**src/include/fbp_pkg.sv**
```systemverilog
// shared constants and types for the flash boot protect block
package fbp_pkg;

  // ****************************************
  // widths
  // ****************************************
  localparam int ADDR_W = 24;
  localparam int DATA_W = 8;
  localparam int WORD_W = 32;
  localparam int REG_AW = 4;

  // ****************************************
  // memory layout
  // ****************************************
  localparam logic [ADDR_W-1:0] PROG_BASE = 24'h00_8000;
  localparam int WORD_BYTES = 4;
  localparam int LOW_PROG_KB = 8;
  localparam int LOW_PAGES = 128;
  localparam int LOW_BLOCK_BYTES = 64;
  localparam int LOW_BLOCKS_PER_PAGE = 1;
  localparam int LOW_EE_BYTES = 640;
  localparam int LOW_OPT_USED = 11;
  localparam int MED_PAGES = 64;
  localparam int MED_EE_BYTES = 1024;
  localparam int MED_OPT_USED = 13;
  localparam int HIGH_PAGES = 256;
  localparam int HIGH_EE_BYTES = 2048;
  localparam int HIGH_OPT_USED = 15;
  localparam int HD_BLOCK_BYTES = 128;
  localparam int HD_BLOCKS_PER_PAGE = 4;
  localparam int VEC_PAGES = 2;
  localparam int MED_EXTRA_PAGES = 2;

  // ****************************************
  // access timing
  // ****************************************
  localparam int NO_WS_MAX_MHZ = 16;
  localparam int ONE_WS_MAX_MHZ = 24;

  // ****************************************
  // register map
  // ****************************************
  localparam logic [REG_AW-1:0] REG_CTRL = 4'h0;
  localparam logic [REG_AW-1:0] REG_STATUS = 4'h1;
  localparam logic [REG_AW-1:0] REG_BOOT_SIZE = 4'h2;
  localparam logic [REG_AW-1:0] REG_GEOM = 4'h3;
  localparam int CTRL_PD_HALT = 0;
  localparam int CTRL_IE_DONE = 1;
  localparam int CTRL_IE_ILLEGAL = 2;
  localparam logic [2:0] CTRL_RESET = 3'h0;
  localparam int ST_DONE = 0;
  localparam int ST_ILLEGAL = 1;
  localparam int ST_BUSY = 2;
  localparam int ST_WS = 3;

  // ****************************************
  // types
  // ****************************************
  typedef enum logic [1:0] {
    FBP_LOW = 2'h0,
    FBP_MED = 2'h1,
    FBP_HIGH = 2'h2
  } fbp_density_e;

  typedef enum logic [2:0] {
    FBP_OP_BYTE = 3'h0,
    FBP_OP_FAST_BYTE = 3'h1,
    FBP_OP_WORD = 3'h2,
    FBP_OP_BLOCK = 3'h3,
    FBP_OP_FAST_BLOCK = 3'h4,
    FBP_OP_ERASE = 3'h5
  } fbp_op_e;

  typedef struct packed {
    fbp_op_e op;
    logic [ADDR_W-1:0] addr;
    logic [WORD_W-1:0] data;
  } fbp_req_s;

endpackage

```
**src/hdl/fbp_flash_protect.sv**
```systemverilog
// flash/eeprom layout, boot region protection and operation control
//
// Operation
// - arrays are 32-bit words of four bytes each
// - block is one-operation unit; page is a group of whole blocks
// - low density: 8 KB flash, 128 pages equal to 64-byte blocks
// - low density: up to 640 B eeprom, 64 B blocks, 11 option bytes
// - medium: up to 64 pages of four 128-byte blocks
// - medium: up to 1 KB eeprom, two pages, 13 option bytes
// - high: up to 256 pages of four 128-byte blocks
// - high: up to 2 KB eeprom, four pages, 15 option bytes
// - byte, fast byte, word, block and fast block programming
// - interrupt on operation done and on illegal program attempt
// - arrays stay on or power down in halt modes
// - boot region sized in whole pages by a configuration byte
// - boot region always write protected; unlock keys never clear it
// - size byte counts pages from program base 0x00_8000
// - size byte zero means no protected boot region
// - low density: protected pages equal the size byte
// - medium: size byte plus two pages when it exceeds one
// - medium: first two pages hold 128 bytes of vectors
// - size byte written only via debug port in circuit mode
// - zero wait states to 16 MHz, one wait state option above
`timescale 1ns/100ps
`default_nettype none

module fbp_flash_protect #(
  parameter fbp_pkg::fbp_density_e DENSITY = fbp_pkg::FBP_MED,
  parameter int PROG_KB = 32,
  parameter int EE_BYTES = fbp_pkg::MED_EE_BYTES,
  parameter int PROG_CYCLES = 600,
  parameter int FAST_CYCLES = 300
) (
  // clock and reset
  input wire logic sys_clk,
  input wire logic rst,
  // register port
  input wire logic [fbp_pkg::REG_AW-1:0] reg_addr,
  input wire logic [fbp_pkg::DATA_W-1:0] reg_wdata,
  input wire logic reg_wr,
  input wire logic reg_rd,
  output logic [fbp_pkg::DATA_W-1:0] reg_rdata,
  // option byte values from the option array
  input wire logic [7:0] opt_boot_region_size,
  input wire logic opt_wait_state,
  // debug port option write
  input wire logic in_circuit_programming_mode,
  input wire logic dbg_opt_wr,
  input wire logic [7:0] dbg_opt_data,
  output logic boot_size_prog,
  output logic [7:0] boot_size_prog_data,
  // unlock state from the key logic
  input wire logic prog_unlocked,
  input wire logic data_unlocked,
  // program and erase requests from the cpu
  input wire logic op_req,
  input wire fbp_pkg::fbp_req_s op_cmd,
  output logic op_busy,
  // array command
  output logic arr_go,
  output fbp_pkg::fbp_req_s arr_cmd,
  // memory read timing
  input wire logic mem_rd,
  output logic mem_rd_ack,
  // power control
  input wire logic halt_mode,
  output logic arr_power_down,
  // event line
  output logic irq
);
  import fbp_pkg::*;

  // ****************************************
  // geometry
  // ****************************************
  localparam int PAGE_BYTES = (DENSITY == FBP_LOW) ?
    LOW_BLOCK_BYTES * LOW_BLOCKS_PER_PAGE :
    HD_BLOCK_BYTES * HD_BLOCKS_PER_PAGE;
  localparam int BLOCK_BYTES = (DENSITY == FBP_LOW) ?
    LOW_BLOCK_BYTES : HD_BLOCK_BYTES;
  localparam int MAX_PAGES = (DENSITY == FBP_LOW) ? LOW_PAGES :
    (DENSITY == FBP_MED) ? MED_PAGES : HIGH_PAGES;
  localparam int EE_MAX = (DENSITY == FBP_LOW) ? LOW_EE_BYTES :
    (DENSITY == FBP_MED) ? MED_EE_BYTES : HIGH_EE_BYTES;
  localparam int OPT_USED = (DENSITY == FBP_LOW) ? LOW_OPT_USED :
    (DENSITY == FBP_MED) ? MED_OPT_USED : HIGH_OPT_USED;
  localparam int PROG_BYTES = PROG_KB * 1024;
  localparam logic [ADDR_W-1:0] PROG_END =
    PROG_BASE + ADDR_W'(PROG_BYTES);
  localparam logic [ADDR_W-1:0] EE_BASE = 24'h00_4000;
  localparam logic [ADDR_W-1:0] EE_END = EE_BASE + ADDR_W'(EE_BYTES);
  localparam int CNT_W = $clog2(PROG_CYCLES + 1);
  localparam int VEC_SPAN = VEC_PAGES * PAGE_BYTES;

  // refuse layouts that no variant has
  if (PROG_BYTES > MAX_PAGES * PAGE_BYTES ||
      (DENSITY == FBP_LOW && PROG_KB != LOW_PROG_KB) ||
      EE_BYTES > EE_MAX || EE_BYTES % BLOCK_BYTES != 0 ||
      OPT_USED > BLOCK_BYTES || FAST_CYCLES < 1 ||
      FAST_CYCLES > PROG_CYCLES) begin : g_bad_cfg
    $error("fbp_flash_protect: unsupported layout parameters");
  end

  // the vector pages open every region, so the array must hold them
  if (VEC_SPAN > PROG_BYTES) begin : g_bad_vec
    $error("fbp_flash_protect: vector pages exceed the array");
  end

  // ****************************************
  // functions
  // ****************************************
  // pages held by the boot region for a given size byte
  // a size of one stays one page; larger sizes add the vector pages except at low density
  function automatic logic [8:0] prot_pages(input logic [7:0] sz);
    logic [8:0] n;
    n = {1'b0, sz};
    if (DENSITY != FBP_LOW && sz > 8'h01) begin
      n = 9'({1'b0, sz} + 9'(MED_EXTRA_PAGES));
    end
    return n;
  endfunction

  // first address after the protected boot region
  function automatic logic [ADDR_W-1:0] prot_end(input logic [7:0] sz);
    logic [ADDR_W-1:0] span;
    span = ADDR_W'(prot_pages(sz)) * ADDR_W'(PAGE_BYTES);
    return PROG_BASE + span;
  endfunction

  // address aligned to a power-of-two unit
  function automatic logic aligned(input logic [ADDR_W-1:0] a,
                                   input int unsigned bytes);
    return (a & ADDR_W'(bytes - 1)) == '0;
  endfunction

  // ****************************************
  // option latch after reset
  // ****************************************
  logic loaded_q;
  logic [7:0] boot_size_q;
  logic ws_q;
  logic [ADDR_W-1:0] prot_end_q;

  // later option changes wait for the next reset
  always_ff @(posedge sys_clk or posedge rst) begin
    if (rst) begin
      loaded_q <= 1'b0;
      boot_size_q <= 8'h00;
      ws_q <= 1'b0;
      prot_end_q <= PROG_BASE;
    end else if (!loaded_q) begin
      loaded_q <= 1'b1;
      boot_size_q <= opt_boot_region_size;
      ws_q <= opt_wait_state;
      prot_end_q <= prot_end(opt_boot_region_size);
    end
  end

  // ****************************************
  // debug port size write
  // ****************************************
  // a new size goes to the option array and takes effect at next reset
  always_ff @(posedge sys_clk or posedge rst) begin
    if (rst) begin
      boot_size_prog <= 1'b0;
      boot_size_prog_data <= 8'h00;
    end else begin
      boot_size_prog <= dbg_opt_wr && in_circuit_programming_mode;
      if (dbg_opt_wr && in_circuit_programming_mode) begin
        boot_size_prog_data <= dbg_opt_data;
      end
    end
  end

  // ****************************************
  // request check
  // ****************************************
  logic in_prog;
  logic in_ee;
  logic in_boot;
  logic unit_ok;
  logic req_legal;

  always_comb begin
    in_prog = op_cmd.addr >= PROG_BASE && op_cmd.addr < PROG_END;
    in_ee = op_cmd.addr >= EE_BASE && op_cmd.addr < EE_END;
    // unlock keys play no part in the boot region test
    in_boot = op_cmd.addr >= PROG_BASE &&
              op_cmd.addr < prot_end_q;
    unique case (op_cmd.op)
      FBP_OP_BYTE, FBP_OP_FAST_BYTE: unit_ok = 1'b1;
      FBP_OP_WORD: unit_ok = aligned(op_cmd.addr, WORD_BYTES);
      FBP_OP_BLOCK, FBP_OP_FAST_BLOCK, FBP_OP_ERASE:
        unit_ok = aligned(op_cmd.addr, BLOCK_BYTES);
      default: unit_ok = 1'b0;
    endcase
    req_legal = unit_ok && !in_boot &&
                ((in_prog && prog_unlocked) ||
                 (in_ee && data_unlocked));
  end

  // ****************************************
  // operation sequencer
  // ****************************************
  typedef enum logic [1:0] {
    FBP_IDLE = 2'b00,
    FBP_PROG = 2'b01,
    FBP_DONE = 2'b11
  } fbp_state_e;

  fbp_state_e state_q;
  logic [CNT_W-1:0] cnt_q;
  logic take;
  logic illegal_ev;
  logic done_ev;

  // a request while busy or in the done cycle is dropped, not queued;
  // software has to wait for busy low before the next one
  assign take = op_req && loaded_q && state_q == FBP_IDLE;
  assign illegal_ev = take && !req_legal;
  assign done_ev = state_q == FBP_DONE;

  always_ff @(posedge sys_clk or posedge rst) begin
    if (rst) begin
      state_q <= FBP_IDLE;
      cnt_q <= '0;
    end else begin
      unique case (state_q)
        FBP_IDLE: begin
          if (take && req_legal) begin
            state_q <= FBP_PROG;
            // erase-free modes finish sooner
            if (op_cmd.op == FBP_OP_FAST_BYTE ||
                op_cmd.op == FBP_OP_FAST_BLOCK) begin
              cnt_q <= CNT_W'(FAST_CYCLES - 1);
            end else begin
              cnt_q <= CNT_W'(PROG_CYCLES - 1);
            end
          end
        end
        FBP_PROG: begin
          if (cnt_q == '0) begin
            state_q <= FBP_DONE;
          end else begin
            cnt_q <= cnt_q - 1'b1;
          end
        end
        FBP_DONE: state_q <= FBP_IDLE;
        // the unused code falls back to idle
        default: state_q <= FBP_IDLE;
      endcase
    end
  end

  // array command issues only for a legal request
  always_ff @(posedge sys_clk or posedge rst) begin
    if (rst) begin
      arr_go <= 1'b0;
      arr_cmd <= '0;
      op_busy <= 1'b0;
    end else begin
      arr_go <= take && req_legal;
      if (take && req_legal) begin
        arr_cmd <= op_cmd;
      end
      op_busy <= (state_q != FBP_IDLE && !done_ev) ||
                 (take && req_legal);
    end
  end

  // ****************************************
  // read wait states
  // ****************************************
  // one extra cycle when the wait option is set
  // the ack stands for one cycle only
  logic rd_wait_q;

  always_ff @(posedge sys_clk or posedge rst) begin
    if (rst) begin
      rd_wait_q <= 1'b0;
      mem_rd_ack <= 1'b0;
    end else begin
      rd_wait_q <= mem_rd && ws_q;
      mem_rd_ack <= (mem_rd && !ws_q) || rd_wait_q;
    end
  end

  // ****************************************
  // control, status and event line
  // ****************************************
  logic [2:0] ctrl_q;
  logic done_flag_q;
  logic ill_flag_q;
  logic rd_status;

  assign rd_status = reg_rd && reg_addr == REG_STATUS;

  always_ff @(posedge sys_clk or posedge rst) begin
    if (rst) begin
      ctrl_q <= CTRL_RESET;
    end else if (reg_wr && reg_addr == REG_CTRL) begin
      ctrl_q <= reg_wdata[2:0];
    end
  end

  // flags clear on status read; a new event in that cycle wins
  always_ff @(posedge sys_clk or posedge rst) begin
    if (rst) begin
      done_flag_q <= 1'b0;
      ill_flag_q <= 1'b0;
    end else begin
      done_flag_q <= done_ev || (done_flag_q && !rd_status);
      ill_flag_q <= illegal_ev || (ill_flag_q && !rd_status);
    end
  end

  // level output: stays while an enabled flag is set
  always_ff @(posedge sys_clk or posedge rst) begin
    if (rst) begin
      irq <= 1'b0;
    end else begin
      irq <= (ctrl_q[CTRL_IE_DONE] &&
              (done_ev || (done_flag_q && !rd_status))) ||
             (ctrl_q[CTRL_IE_ILLEGAL] &&
              (illegal_ev || (ill_flag_q && !rd_status)));
    end
  end

  // power down only while halted and allowed by software
  always_ff @(posedge sys_clk or posedge rst) begin
    if (rst) begin
      arr_power_down <= 1'b0;
    end else begin
      arr_power_down <= halt_mode && ctrl_q[CTRL_PD_HALT];
    end
  end

  // ****************************************
  // register read
  // ****************************************
  logic [DATA_W-1:0] rd_d;

  always_comb begin
    rd_d = '0;
    unique case (reg_addr)
      REG_CTRL: rd_d = {5'h00, ctrl_q};
      REG_STATUS: begin
        rd_d[ST_DONE] = done_flag_q;
        rd_d[ST_ILLEGAL] = ill_flag_q;
        rd_d[ST_BUSY] = state_q != FBP_IDLE;
        rd_d[ST_WS] = ws_q;
      end
      REG_BOOT_SIZE: rd_d = boot_size_q;
      REG_GEOM: rd_d = {6'h00, DENSITY};
      default: rd_d = '0;
    endcase
  end

  // zero outside the answer cycle so stale data never looks fresh
  always_ff @(posedge sys_clk or posedge rst) begin
    if (rst) begin
      reg_rdata <= '0;
    end else if (reg_rd) begin
      reg_rdata <= rd_d;
    end else begin
      reg_rdata <= '0;
    end
  end

endmodule

`default_nettype wire

```
**config.mk**
```make
export PLATFORM = sky130hd
export DESIGN_NAME = fbp_flash_protect
export DESIGN_NICKNAME = d
export VERILOG_FILES = /design/src/include/fbp_pkg.sv /design/src/hdl/fbp_flash_protect.sv
export SDC_FILE = /design/constraint.sdc
export NUM_CORES = 1
export LEC_CHECK = 0
export ABC_AREA = 0
export BUFFER_PORTS_ARGS = -buffer_cell sky130_fd_sc_hd__buf_2
export CAP_MARGIN = 40
export CORE_MARGIN = 2
export CORE_UTILIZATION = 51
export DETAILED_ROUTE_END_ITERATION = 8
export PLACE_DENSITY = 0.81
export SLEW_MARGIN = 20
export SYNTH_ARGS = -nofsm -noshare
export SYNTH_HDL_FRONTEND = slang
export SYNTH_SLANG_ARGS = --single-unit
```
**constraint.sdc**
```tcl
create_clock -name sys_clk -period 3.8 [get_ports sys_clk]
set_clock_uncertainty 0.2 [all_clocks]
set_input_delay 0 -clock sys_clk [delete_from_list [all_inputs] [get_ports sys_clk]]
set_output_delay 0 -clock sys_clk [all_outputs]
set_load 0.01 [all_outputs]
```
# After elaboration in Yosys (flattened, before gate mapping)
# Cells that the tools add are included.
# totals
regBits	133
output_inout_bits	81
wordCells	102
# classes
n_addsub	3
magnitude_cmp	6
eq_ne	13
muxes	13
n_reduce_logical	46
# ops
operator	count
$logic_not A24 Y1	2
$mux W10	3
$ge A24 B15 Y1 const B	1
$ge A24 B16 Y1 const B	1
$lt A24 B15 Y1 const B	1
$lt A24 B17 Y1 const B	1
$lt A24 B24 Y1	1
$logic_and A1 B1 Y1	22
$pmux W10 S2	1
$add A16 B18 Y19 const A	1
$mux W9	2
$pmux W4 S4	1
$logic_not A10 Y1	1
$sub A10 B1 Y10 const B	1
$add A8 B2 Y9 const B	1
$eq A4 B2 Y1 const B	2
$gt A8 B1 Y1 const B	1
$mux W8	1
$logic_or A1 B1 Y1	7
$eq A3 B2 Y1 const B	2
$eq A3 B3 Y1 const B	2
$logic_not A1 Y1	5
$eq A4 B1 Y1 const B	1
$logic_not A4 Y1	1
16 further kinds	19

# Longest topological paths before layout
# Gate-level depths: netlist of the first run.
# logic_depth
depth_word	10
depth_mapped	10
depth_no_buf	8

# Worst setup path after synthesis of the first run
# OpenSTA, ideal clock, no wires.
# synth_path
path_type	reg-to-reg
start	register cnt_q[0]
end	register cnt_q[7]
setup_time_ns	0.126
t_arrival_ns	2.225
path_slack_ns	1.249
path_stages_with_launch	10
n_path_buf	1
synth_period_minus_slack_ns	2.551
path_cell_list	dfrtp_1 inv_1 ha_1 nor4b_1 and3_1 buf_2 or3_1 or3_1 and3_1 a221o_1
# synth_between
elab_chain_cells	3
# synth_lines
element	line	rtl
start, declared	fbp_flash_protect.sv:212	logic [CNT_W-1:0] cnt_q;
start signal, assigned	fbp_flash_protect.sv:235	cnt_q <= CNT_W'(FAST_CYCLES - 1);
start signal, assigned	fbp_flash_protect.sv:237	cnt_q <= CNT_W'(PROG_CYCLES - 1);
start signal, assigned	fbp_flash_protect.sv:245	cnt_q <= cnt_q - 1'b1;
$sub A10 B1 Y10 or $logic_not A10 Y1 (tied branches)	fbp_flash_protect.sv:245, fbp_flash_protect.sv:242	
$mux W10 or $ne A2 B2 Y1 (tied branches)	-	
$pmux W10 S2 or $reduce_and A3 Y1 (tied branches)	-	
# Parallel ways exist; a longest one is shown, timed or not. The select of a mux whose other input is x is not followed.
# A chain may end at the register's enable or synchronous reset.

# Worst setup path in the final report of the first run
# layout_path
start	input port op_cmd[43] in the netlist's numbering
end	register cnt_q[4]
# layout_between
elab_chain_cells	8
# layout_lines
element	line	rtl
start, declared	fbp_flash_protect.sv:57	input wire fbp_pkg::fbp_req_s op_cmd,
$ge A24 B16 Y1 (tied with other cells)	fbp_flash_protect.sv:185, fbp_flash_protect.sv:188	
$logic_and A1 B1 Y1, on equally long branches	fbp_flash_protect.sv:188, fbp_flash_protect.sv:185, fbp_flash_protect.sv:186	
$logic_not A1 Y1 (tied with other cells)	fbp_flash_protect.sv:197	req_legal = unit_ok && !in_boot &&
$logic_and A1 B1 Y1 or $logic_or A1 B1 Y1 (tied branches)	fbp_flash_protect.sv:197, fbp_flash_protect.sv:198	
$logic_and A1 B1 Y1 (*)	fbp_flash_protect.sv:197	
$logic_and A1 B1 Y1 (*)	fbp_flash_protect.sv:230	if (take && req_legal) begin
$ne A2 B1 Y1 (no source line) (*)	-	
$reduce_and A3 Y1 (no source line) (*)	-	
# Mark *: on every way between the ends. The rest lies on a longest branch, timed or not.

==> results of run 1 <==
flip-flops by register name (all words and copies together), names as in the netlist, 2 cells and up:
signal / flops
arr_cmd: 59
boot_size_prog_data: 8
boot_size_q: 8
cnt_q: 10
ctrl_q: 3
prot_end_q: 9
reg_rdata: 8
state_q: 2
final timing paths:
check,start,endpoint,slack (ns)
setup / recovery,op_cmd[43],cnt_q[4],0.20
hold / removal,op_cmd[14],arr_cmd[14],0.03
setup reg to reg,prot_end_q[15],arr_cmd[20],0.68
hold reg to reg,rd_wait_q,mem_rd_ack,0.23
max in group asynchronous,rst,arr_cmd[43],2.06
min in group asynchronous,rst,arr_cmd[23],0.40
area by class of cell:
type	instances	area, um2
clock buffer	18	427.9
clock inverter	14	103.9
fill	620	2326
inverter	19	73.82
multi-input combinational	380	2252
sequential	118	2954
tap	136	170.2
timing repair buffer	283	1969
layer usage:
layer	share of wire (%)	track usage, %	vias up
li1	-	-	2364
met1	38	33.79	2455
met2	52	52.32	251
met3	6.8	6.140	48
met4	3.0	11.50	0
met5	0	0	-
worst reg2reg max path: stages, from the launching register on:
cell and delay, ns:
dfstp_2 0.52, inv_1 0.06, ha_1 0.29, nand2_1 0.08
nor3_1 0.06, a211oi_2 0.57, a2111o_2 0.56, buf_4 0.46
nand2_1 0.14, nand2_1 0.11
logic make-up (layout without fill, tap and decap cells):
group	after synthesis	in the layout	share of synthesized area (%)
compound gates	67	67	9.749
buf+inv	41	334	3.351
xor+xnor	10	10	1.629
fa+ha+maj	15	15	3.490
other cells	1	1	0.06973
flops	118	118	54.93
simple gates	263	263	21.80
mux	24	24	4.979
cells in the final DEF, fill, tap and decap left out, types with 4 or more instances in the layout:
master	count
a211oi_1	5
a21o_1	4
a21oi_1	14
a22oi_1	4
and2_1	8
and3_1	6
buf_2	174
buf_4	6
clkbuf_16	16
clkinv_2	4
clkinv_4	5
dfrtp_1	117
dlygate4sd3_1	101
ha_1	15
inv_1	18
mux2_2	22
nand2_1	179
nand3_1	10
nor2_1	18
nor2b_1	13
nor3_1	8
o21ai_0	10
xnor2_1	9
where the power goes:
| group | leakage [nW] | switching (mW) | internal (mW) |
|---|---|---|---|
| clock network | 0.257 | 0.604 | 0.820 |
| logic | 2.42 | 0.389 | 0.411 |
| registers | 1.54 | 0.111 | 1.37 |
stage by stage:
| step | hold slack [ns] | utilization, % | cells |
|---|---|---|---|
| 6_report | 0.03098 | 77.37 | 968 |
| 5_1_grt | 0.04703 | 77.37 | 968 |
| 2_1_floorplan | -0.09272 | - | 539 |
| 4_1_cts | 0.008306 | 77.22 | 967 |
| 3_3_place_gp | -0.004192 | 61.94 | 833 |
| 3_5_place_dp | -0.2384 | 62.21 | 834 |
timing repair:
item / 4_1_cts / 5_1_grt
setup buffers: 0 / 0
hold buffers: 101 / 0
endpoints found under the hold margin: 216 / 0
gates resized for setup: 0 / 0
setup endpoints to repair: 0 / 0
==> run_summary.xml, run 1 <==
<?xml version="1.0" encoding="UTF-8"?>
<metrics>
  <group name="sta">
    <metric name="worst_pin_slew" unit="ns">0.7043</metric>
    <metric name="final_period_minus_worst_setup_slack" unit="ns">3.598</metric>
    <metric name="timing.final.crit_share" unit="%">94.69</metric>
    <metric name="timing.slew.headroom" unit="%">52.39</metric>
    <metric name="max_freq" unit="MHz">277.9</metric>
    <metric name="tns" unit="ns">0</metric>
    <metric name="rsz0062_at_grt" unit="">no</metric>
    <metric name="final.setup.worst_slack" unit="ns">0.2017</metric>
    <metric name="finalHoldViolCount" unit="">0</metric>
    <metric name="report.final.slew_viol_count" unit="">0</metric>
    <metric name="report.final.setup_viol" unit="">0</metric>
  </group>
  <group name="synth">
    <metric name="synth-seq-area-share" unit="%">54.93</metric>
    <metric name="synth_cell_types" unit="">54</metric>
    <metric name="netlist.area_leader.share" unit="%">54.44</metric>
    <metric name="synth_edf_count" unit="">0</metric>
    <metric name="postSynthAreaPerCell" unit="um2">9.977</metric>
    <metric name="share_of_flip_flops_with_an_asynchronous_set_or_reset" unit="%">100.0</metric>
    <metric name="synth_fp_nets" unit="">653</metric>
    <metric name="synth_flop_cell" unit="">dfrtp_1</metric>
    <metric name="yosysMostFrequentCell" unit="">nand2_1</metric>
    <metric name="synth_top_cells_by_count" unit="">nand2_1 (179), dfrtp_1 (117), mux2_2 (22), inv_1 (19), nor2_1 (18)</metric>
    <metric name="synth.area.top_cells" unit="">dfrtp_1 (54%), nand2_1 (12%), mux2_2 (4.6%)</metric>
    <metric name="number_of_warnings_issued_by_yosys" unit="">0</metric>
    <metric name="netlist_instances" unit="">539</metric>
    <metric name="syn_area" unit="um2">5378</metric>
    <metric name="yosys_register_bits" unit="">118</metric>
    <metric name="yosysTopAreaCell" unit="">dfrtp_1</metric>
  </group>
  <group name="die">
    <metric name="placementRows" unit="">37</metric>
    <metric name="placeableCoreArea" unit="um2">10280</metric>
    <metric name="dieHeight" unit="um">106.7</metric>
    <metric name="effective_utilization_at_floorplan" unit="%">52.33</metric>
    <metric name="dieArea" unit="um2">11380</metric>
    <metric name="ioPinCount" unit="">180</metric>
    <metric name="chipWidth" unit="um">106.7</metric>
  </group>
  <group name="cells_and_area">
    <metric name="area_growth_syn_to_layout" unit="%">47.86</metric>
    <metric name="finish.net_count" unit="">933</metric>
    <metric name="share_of_cells_above_drive_strength_1" unit="%">30.53</metric>
    <metric name="num_antenna_cells" unit="">0</metric>
    <metric name="final_cell_area" unit="um2">7951</metric>
  </group>
  <group name="clock_network">
    <metric name="cts_tree" unit="">done</metric>
    <metric name="worst_skew_pair.late_latency" unit="ns">0.51</metric>
    <metric name="clock_buffer_count_from_cts" unit="">17</metric>
    <metric name="clk_pin_slew_worst_paths" unit="ns">0.06</metric>
    <metric name="cts.root.buffer_cell" unit="">clkbuf_8</metric>
    <metric name="numClockSinks" unit="">118</metric>
    <metric name="clockBufferDepth" unit="">2</metric>
    <metric name="h_tree_depth_reported_by_cts" unit="">4</metric>
  </group>
  <group name="critical_path">
    <metric name="cp-start-kind" unit="">input port</metric>
    <metric name="worst_path_buffer_plus_inverter_count" unit="">4</metric>
    <metric name="setup.worst_path.end_class" unit="">flop</metric>
    <metric name="worstSetupPathType" unit="">in2reg</metric>
    <metric name="critPathSlowestCell" unit="">dlygate4sd3_1</metric>
    <metric name="worst_ep_arrival_time" unit="ns">3.78</metric>
    <metric name="timing.critical_path.slowest_cell_delay" unit="ns">0.61</metric>
    <metric name="timing.critical_path.required" unit="ns">3.99</metric>
    <metric name="worstSetupPathDepth" unit="">10</metric>
    <metric name="cpLargestDelayFamily" unit="">buffers and inverters</metric>
    <metric name="reg2regPathDepth" unit="">9</metric>
    <metric name="critPathMaxFanout" unit="">5</metric>
    <metric name="crit_top_cell" unit="">dlygate4sd3_1</metric>
    <metric name="cp_cell_sequence" unit="">dlygate4sd3_1 -&gt; buf_2 -&gt; or4_4 -&gt; o31ai_4 -&gt; dlygate4sd3_1 -&gt; o211ai_1 -&gt; dlygate4sd3_1 -&gt; a211oi_1 -&gt; nor2b_1 -&gt; o32a_1</metric>
  </group>
  <group name="power_and_ir_drop">
    <metric name="powerDensity" unit="nW/um2">466.1</metric>
    <metric name="report.power.total" unit="mW">3.706</metric>
    <metric name="p_leak" unit="nW">4.215</metric>
    <metric name="vdd_drop_max" unit="mV">0.3191</metric>
  </group>
  <group name="placement">
    <metric name="portBuffers" unit="">174</metric>
    <metric name="gpl.final_weighted_congestion" unit="">0.8966</metric>
    <metric name="postPlaceCellArea" unit="um2">6394</metric>
    <metric name="detailed_place_hpwl" unit="um">9236</metric>
    <metric name="place_ws" unit="ns">0.8296</metric>
  </group>
  <group name="routing">
    <metric name="drt_pass1_iterations" unit="">5</metric>
    <metric name="vias" unit="">5118</metric>
    <metric name="antenna_violating_nets_post_route" unit="">0</metric>
    <metric name="avgViaCountPerCell" unit="">5.287</metric>
    <metric name="drc" unit="">0</metric>
    <metric name="first_iter_violations" unit="">461</metric>
    <metric name="totalWireLength" unit="um">16080</metric>
    <metric name="route.detailed.wl_per_inst" unit="um">16.62</metric>
  </group>
  <group name="grt">
    <metric name="grt_usage" unit="%">29.07</metric>
    <metric name="number_of_global_route_vias_before_repair" unit="">5363</metric>
    <metric name="grt_first_pass_wirelength" unit="um">25620</metric>
    <metric name="globalRouteOverflowTotal" unit="">0</metric>
    <metric name="grt_max_degree" unit="">61</metric>
    <metric name="antenna_found_initial" unit="">0</metric>
  </group>
  <group name="job">
    <metric name="drv_cap" unit="">0</metric>
  </group>
  <group name="hold_path">
    <metric name="min_delay_path_depth" unit="">4</metric>
    <metric name="worst_hold_path_type" unit="">in2reg</metric>
  </group>
  <group name="run_status">
    <metric name="status" unit="">finished clean</metric>
  </group>
</metrics>
(Power assumes the default switching activity.)
==> inputs of run 2 (changes only) <==
CELL_PAD_IN_SITES_DETAIL_PLACEMENT = 1   (was not set)
CELL_PAD_IN_SITES_GLOBAL_PLACEMENT = 2   (was not set)
CORE_UTILIZATION = 30   (was 51)
PLACE_DENSITY = not set   (was 0.81)
PLACE_DENSITY_LB_ADDON = 0.1   (was not set)
==> run_summary.xml, run 2 (synthesis results as in run 1) <==
<?xml version="1.0" encoding="UTF-8"?>
<metrics>
  <group name="clock_network">
    <metric name="numClockSinks" unit="">118</metric>
    <metric name="cts_tree" unit="">done</metric>
    <metric name="clockBufferDepth" unit="">2</metric>
    <metric name="worst_skew_pair.late_latency" unit="ns">0.41</metric>
    <metric name="clock_buffer_count_from_cts" unit="">17</metric>
    <metric name="clk_pin_slew_worst_paths" unit="ns">0.06</metric>
    <metric name="post-cts-setup-buffer-count" unit="">0</metric>
    <metric name="h_tree_depth_reported_by_cts" unit="">4</metric>
    <metric name="cts.root.buffer_cell" unit="">clkbuf_16</metric>
  </group>
  <group name="power_and_ir_drop">
    <metric name="powerDensity" unit="nW/um2">464.1</metric>
    <metric name="share_seq_of_total_power" unit="%">39.7</metric>
    <metric name="share_of_total_power_in_combinational_logic" unit="%">20.9</metric>
    <metric name="p_int" unit="mW">2.614</metric>
    <metric name="vdd_drop_max" unit="mV">0.3167</metric>
    <metric name="p_leak" unit="nW">4.207</metric>
    <metric name="power.switching_fraction" unit="%">30.20</metric>
    <metric name="clockPowerShare" unit="%">39.5</metric>
    <metric name="net-switching-power" unit="mW">1.131</metric>
    <metric name="report.power.total" unit="mW">3.745</metric>
  </group>
  <group name="cells_and_area">
    <metric name="finish.net_count" unit="">933</metric>
    <metric name="layout_commonest_cell" unit="">nand2_1</metric>
    <metric name="regArea" unit="um2">2954</metric>
    <metric name="biggestRegsByFlops" unit="">arr_cmd x59, cnt_q x10, prot_end_q x9</metric>
    <metric name="finalCoreUtilization" unit="%">46.33</metric>
    <metric name="num_antenna_cells" unit="">0</metric>
    <metric name="multiInputGateArea" unit="um2">2257</metric>
    <metric name="largest_register_ff_count" unit="">59</metric>
    <metric name="area_growth_syn_to_layout" unit="%">50.05</metric>
    <metric name="top_register" unit="">arr_cmd</metric>
    <metric name="final_cell_area" unit="um2">8069</metric>
    <metric name="most-common-layout-cells" unit="">nand2_1 (179), buf_2 (174), dfrtp_1 (117)</metric>
    <metric name="num-fill-cells" unit="">2034</metric>
    <metric name="share_of_cells_above_drive_strength_1" unit="%">31.01</metric>
  </group>
  <group name="placement">
    <metric name="place_ws" unit="ns">0.6667</metric>
    <metric name="postPlaceCellArea" unit="um2">6535</metric>
    <metric name="detailed_place_hpwl" unit="um">11460</metric>
    <metric name="portBuffers" unit="">174</metric>
    <metric name="gpl.final_weighted_congestion" unit="">0.7743</metric>
  </group>
  <group name="routing">
    <metric name="totalWireLength" unit="um">16870</metric>
    <metric name="first_iter_violations" unit="">134</metric>
    <metric name="drt_pass1_iterations" unit="">4</metric>
    <metric name="avgViaCountPerCell" unit="">4.598</metric>
    <metric name="antenna_violating_nets_post_route" unit="">0</metric>
    <metric name="vias" unit="">4860</metric>
    <metric name="route.detailed.wl_per_inst" unit="um">15.96</metric>
    <metric name="drc" unit="">0</metric>
  </group>
  <group name="sta">
    <metric name="worst_pin_slew" unit="ns">0.7234</metric>
    <metric name="report.final.setup_viol" unit="">0</metric>
    <metric name="tns" unit="ns">0</metric>
    <metric name="timing.final.crit_share" unit="%">91.47</metric>
    <metric name="final_period_minus_worst_setup_slack" unit="ns">3.476</metric>
    <metric name="final.setup.worst_slack" unit="ns">0.3240</metric>
    <metric name="report.final.slew_viol_count" unit="">0</metric>
    <metric name="finalHoldViolCount" unit="">0</metric>
    <metric name="max_freq" unit="MHz">287.7</metric>
    <metric name="timing.slew.headroom" unit="%">51.78</metric>
    <metric name="rsz0062_at_grt" unit="">no</metric>
  </group>
  <group name="grt">
    <metric name="antenna_found_initial" unit="">0</metric>
    <metric name="number_of_global_route_vias_before_repair" unit="">5390</metric>
    <metric name="grt_first_pass_wirelength" unit="um">27190</metric>
    <metric name="globalRouteOverflowTotal" unit="">0</metric>
    <metric name="grt_max_degree" unit="">42</metric>
    <metric name="grt_usage" unit="%">18.54</metric>
  </group>
  <group name="die">
    <metric name="effective_utilization_at_floorplan" unit="%">30.88</metric>
    <metric name="chipWidth" unit="um">137.9</metric>
    <metric name="dieArea" unit="um2">19010</metric>
    <metric name="dieHeight" unit="um">137.9</metric>
    <metric name="placeableCoreArea" unit="um2">17420</metric>
    <metric name="ioPinCount" unit="">180</metric>
    <metric name="placementRows" unit="">48</metric>
  </group>
  <group name="critical_path">
    <metric name="critPathMaxFanout" unit="">5</metric>
    <metric name="timing.critical_path.required" unit="ns">3.90</metric>
    <metric name="worstSetupPathType" unit="">in2reg</metric>
    <metric name="setup.worst_path.end_class" unit="">flop</metric>
    <metric name="cp-start-kind" unit="">input port</metric>
    <metric name="worst_ep_arrival_time" unit="ns">3.57</metric>
  </group>
  <group name="job">
    <metric name="drv_cap" unit="">0</metric>
  </group>
  <group name="run_status">
    <metric name="status" unit="">finished clean</metric>
  </group>
  <group name="hold_path">
    <metric name="worst_hold_path_type" unit="">in2reg</metric>
  </group>
</metrics>
run 2: path summary, 6_finish.rpt:
check	startpoint	to	slack (ns)	cells after the start
min in group asynchronous	rst	boot_size_prog_data[5]	0.59	4
max in group asynchronous	rst	prot_end_q[15]	1.82	6
worst max register to register	prot_end_q[15]	arr_cmd[16]	0.67	9
worst min-delay path	op_cmd[55]	ill_flag_q	0.03	6
worst max-delay path	op_cmd[43]	cnt_q[2]	0.32	10
worst min register to register	arr_cmd[4]	arr_cmd[4]	0.26	2
run 2: worst max-delay path: stages:
cell           delay, ns
dlygate4sd3_1       0.54
buf_2               0.15
or4_4               0.52
o31ai_4             0.24
dlygate4sd3_1       0.61
o211ai_1            0.10
dlygate4sd3_1       0.58
a211oi_2            0.26
nor2b_1             0.18
o32a_1              0.38
run 2: repair_timing:
item                                    in CTS  in global routing
hold buffers                                98                  0
hold endpoints to repair                   174                  0
endpoints found under the setup margin       0                  3
gates resized for setup                      0                  1
run 2: final cells by class:
class | instances | share of cell area (%)
clock buffers | 17 | 5.272
clock inverters | 15 | 1.520
well taps | 225 | 3.489
flip-flops and latches | 118 | 36.61
multi-input cells | 380 | 27.97
repair buffers | 283 | 24.22
inverters | 19 | 0.9149
run 2: through the flow:
step	hold slack, ns	cells
finish	0.02534	1057
global route	0.1113	1057
CTS	0.02825	1057
detailed placement	-0.1026	927
global placement	-0.002660	926
floorplan	-0.09272	539
run 2: power by group through the flow:
stage | clock, mW | sequential [mW] | combinational (mW)
6_report | 1.48 | 1.48 | 0.781
3_3_place_gp | 0 | 1.50 | 0.664
2_1_floorplan | 0 | 1.48 | 0.469
4_1_cts | 1.52 | 1.49 | 0.787
5_1_grt | 1.58 | 1.51 | 0.878
3_5_place_dp | 0 | 1.51 | 0.693
run 2: layer usage:
| metal | up-vias | track usage, % | share of wire, % |
|---|---|---|---|
| met5 | - | 0 | 0 |
| met4 | 0 | 5.839 | 1.4 |
| met3 | 20 | 4.861 | 4.8 |
| met2 | 107 | 33.03 | 52 |
| met1 | 2372 | 21.75 | 42 |
| li1 | 2361 | - | - |
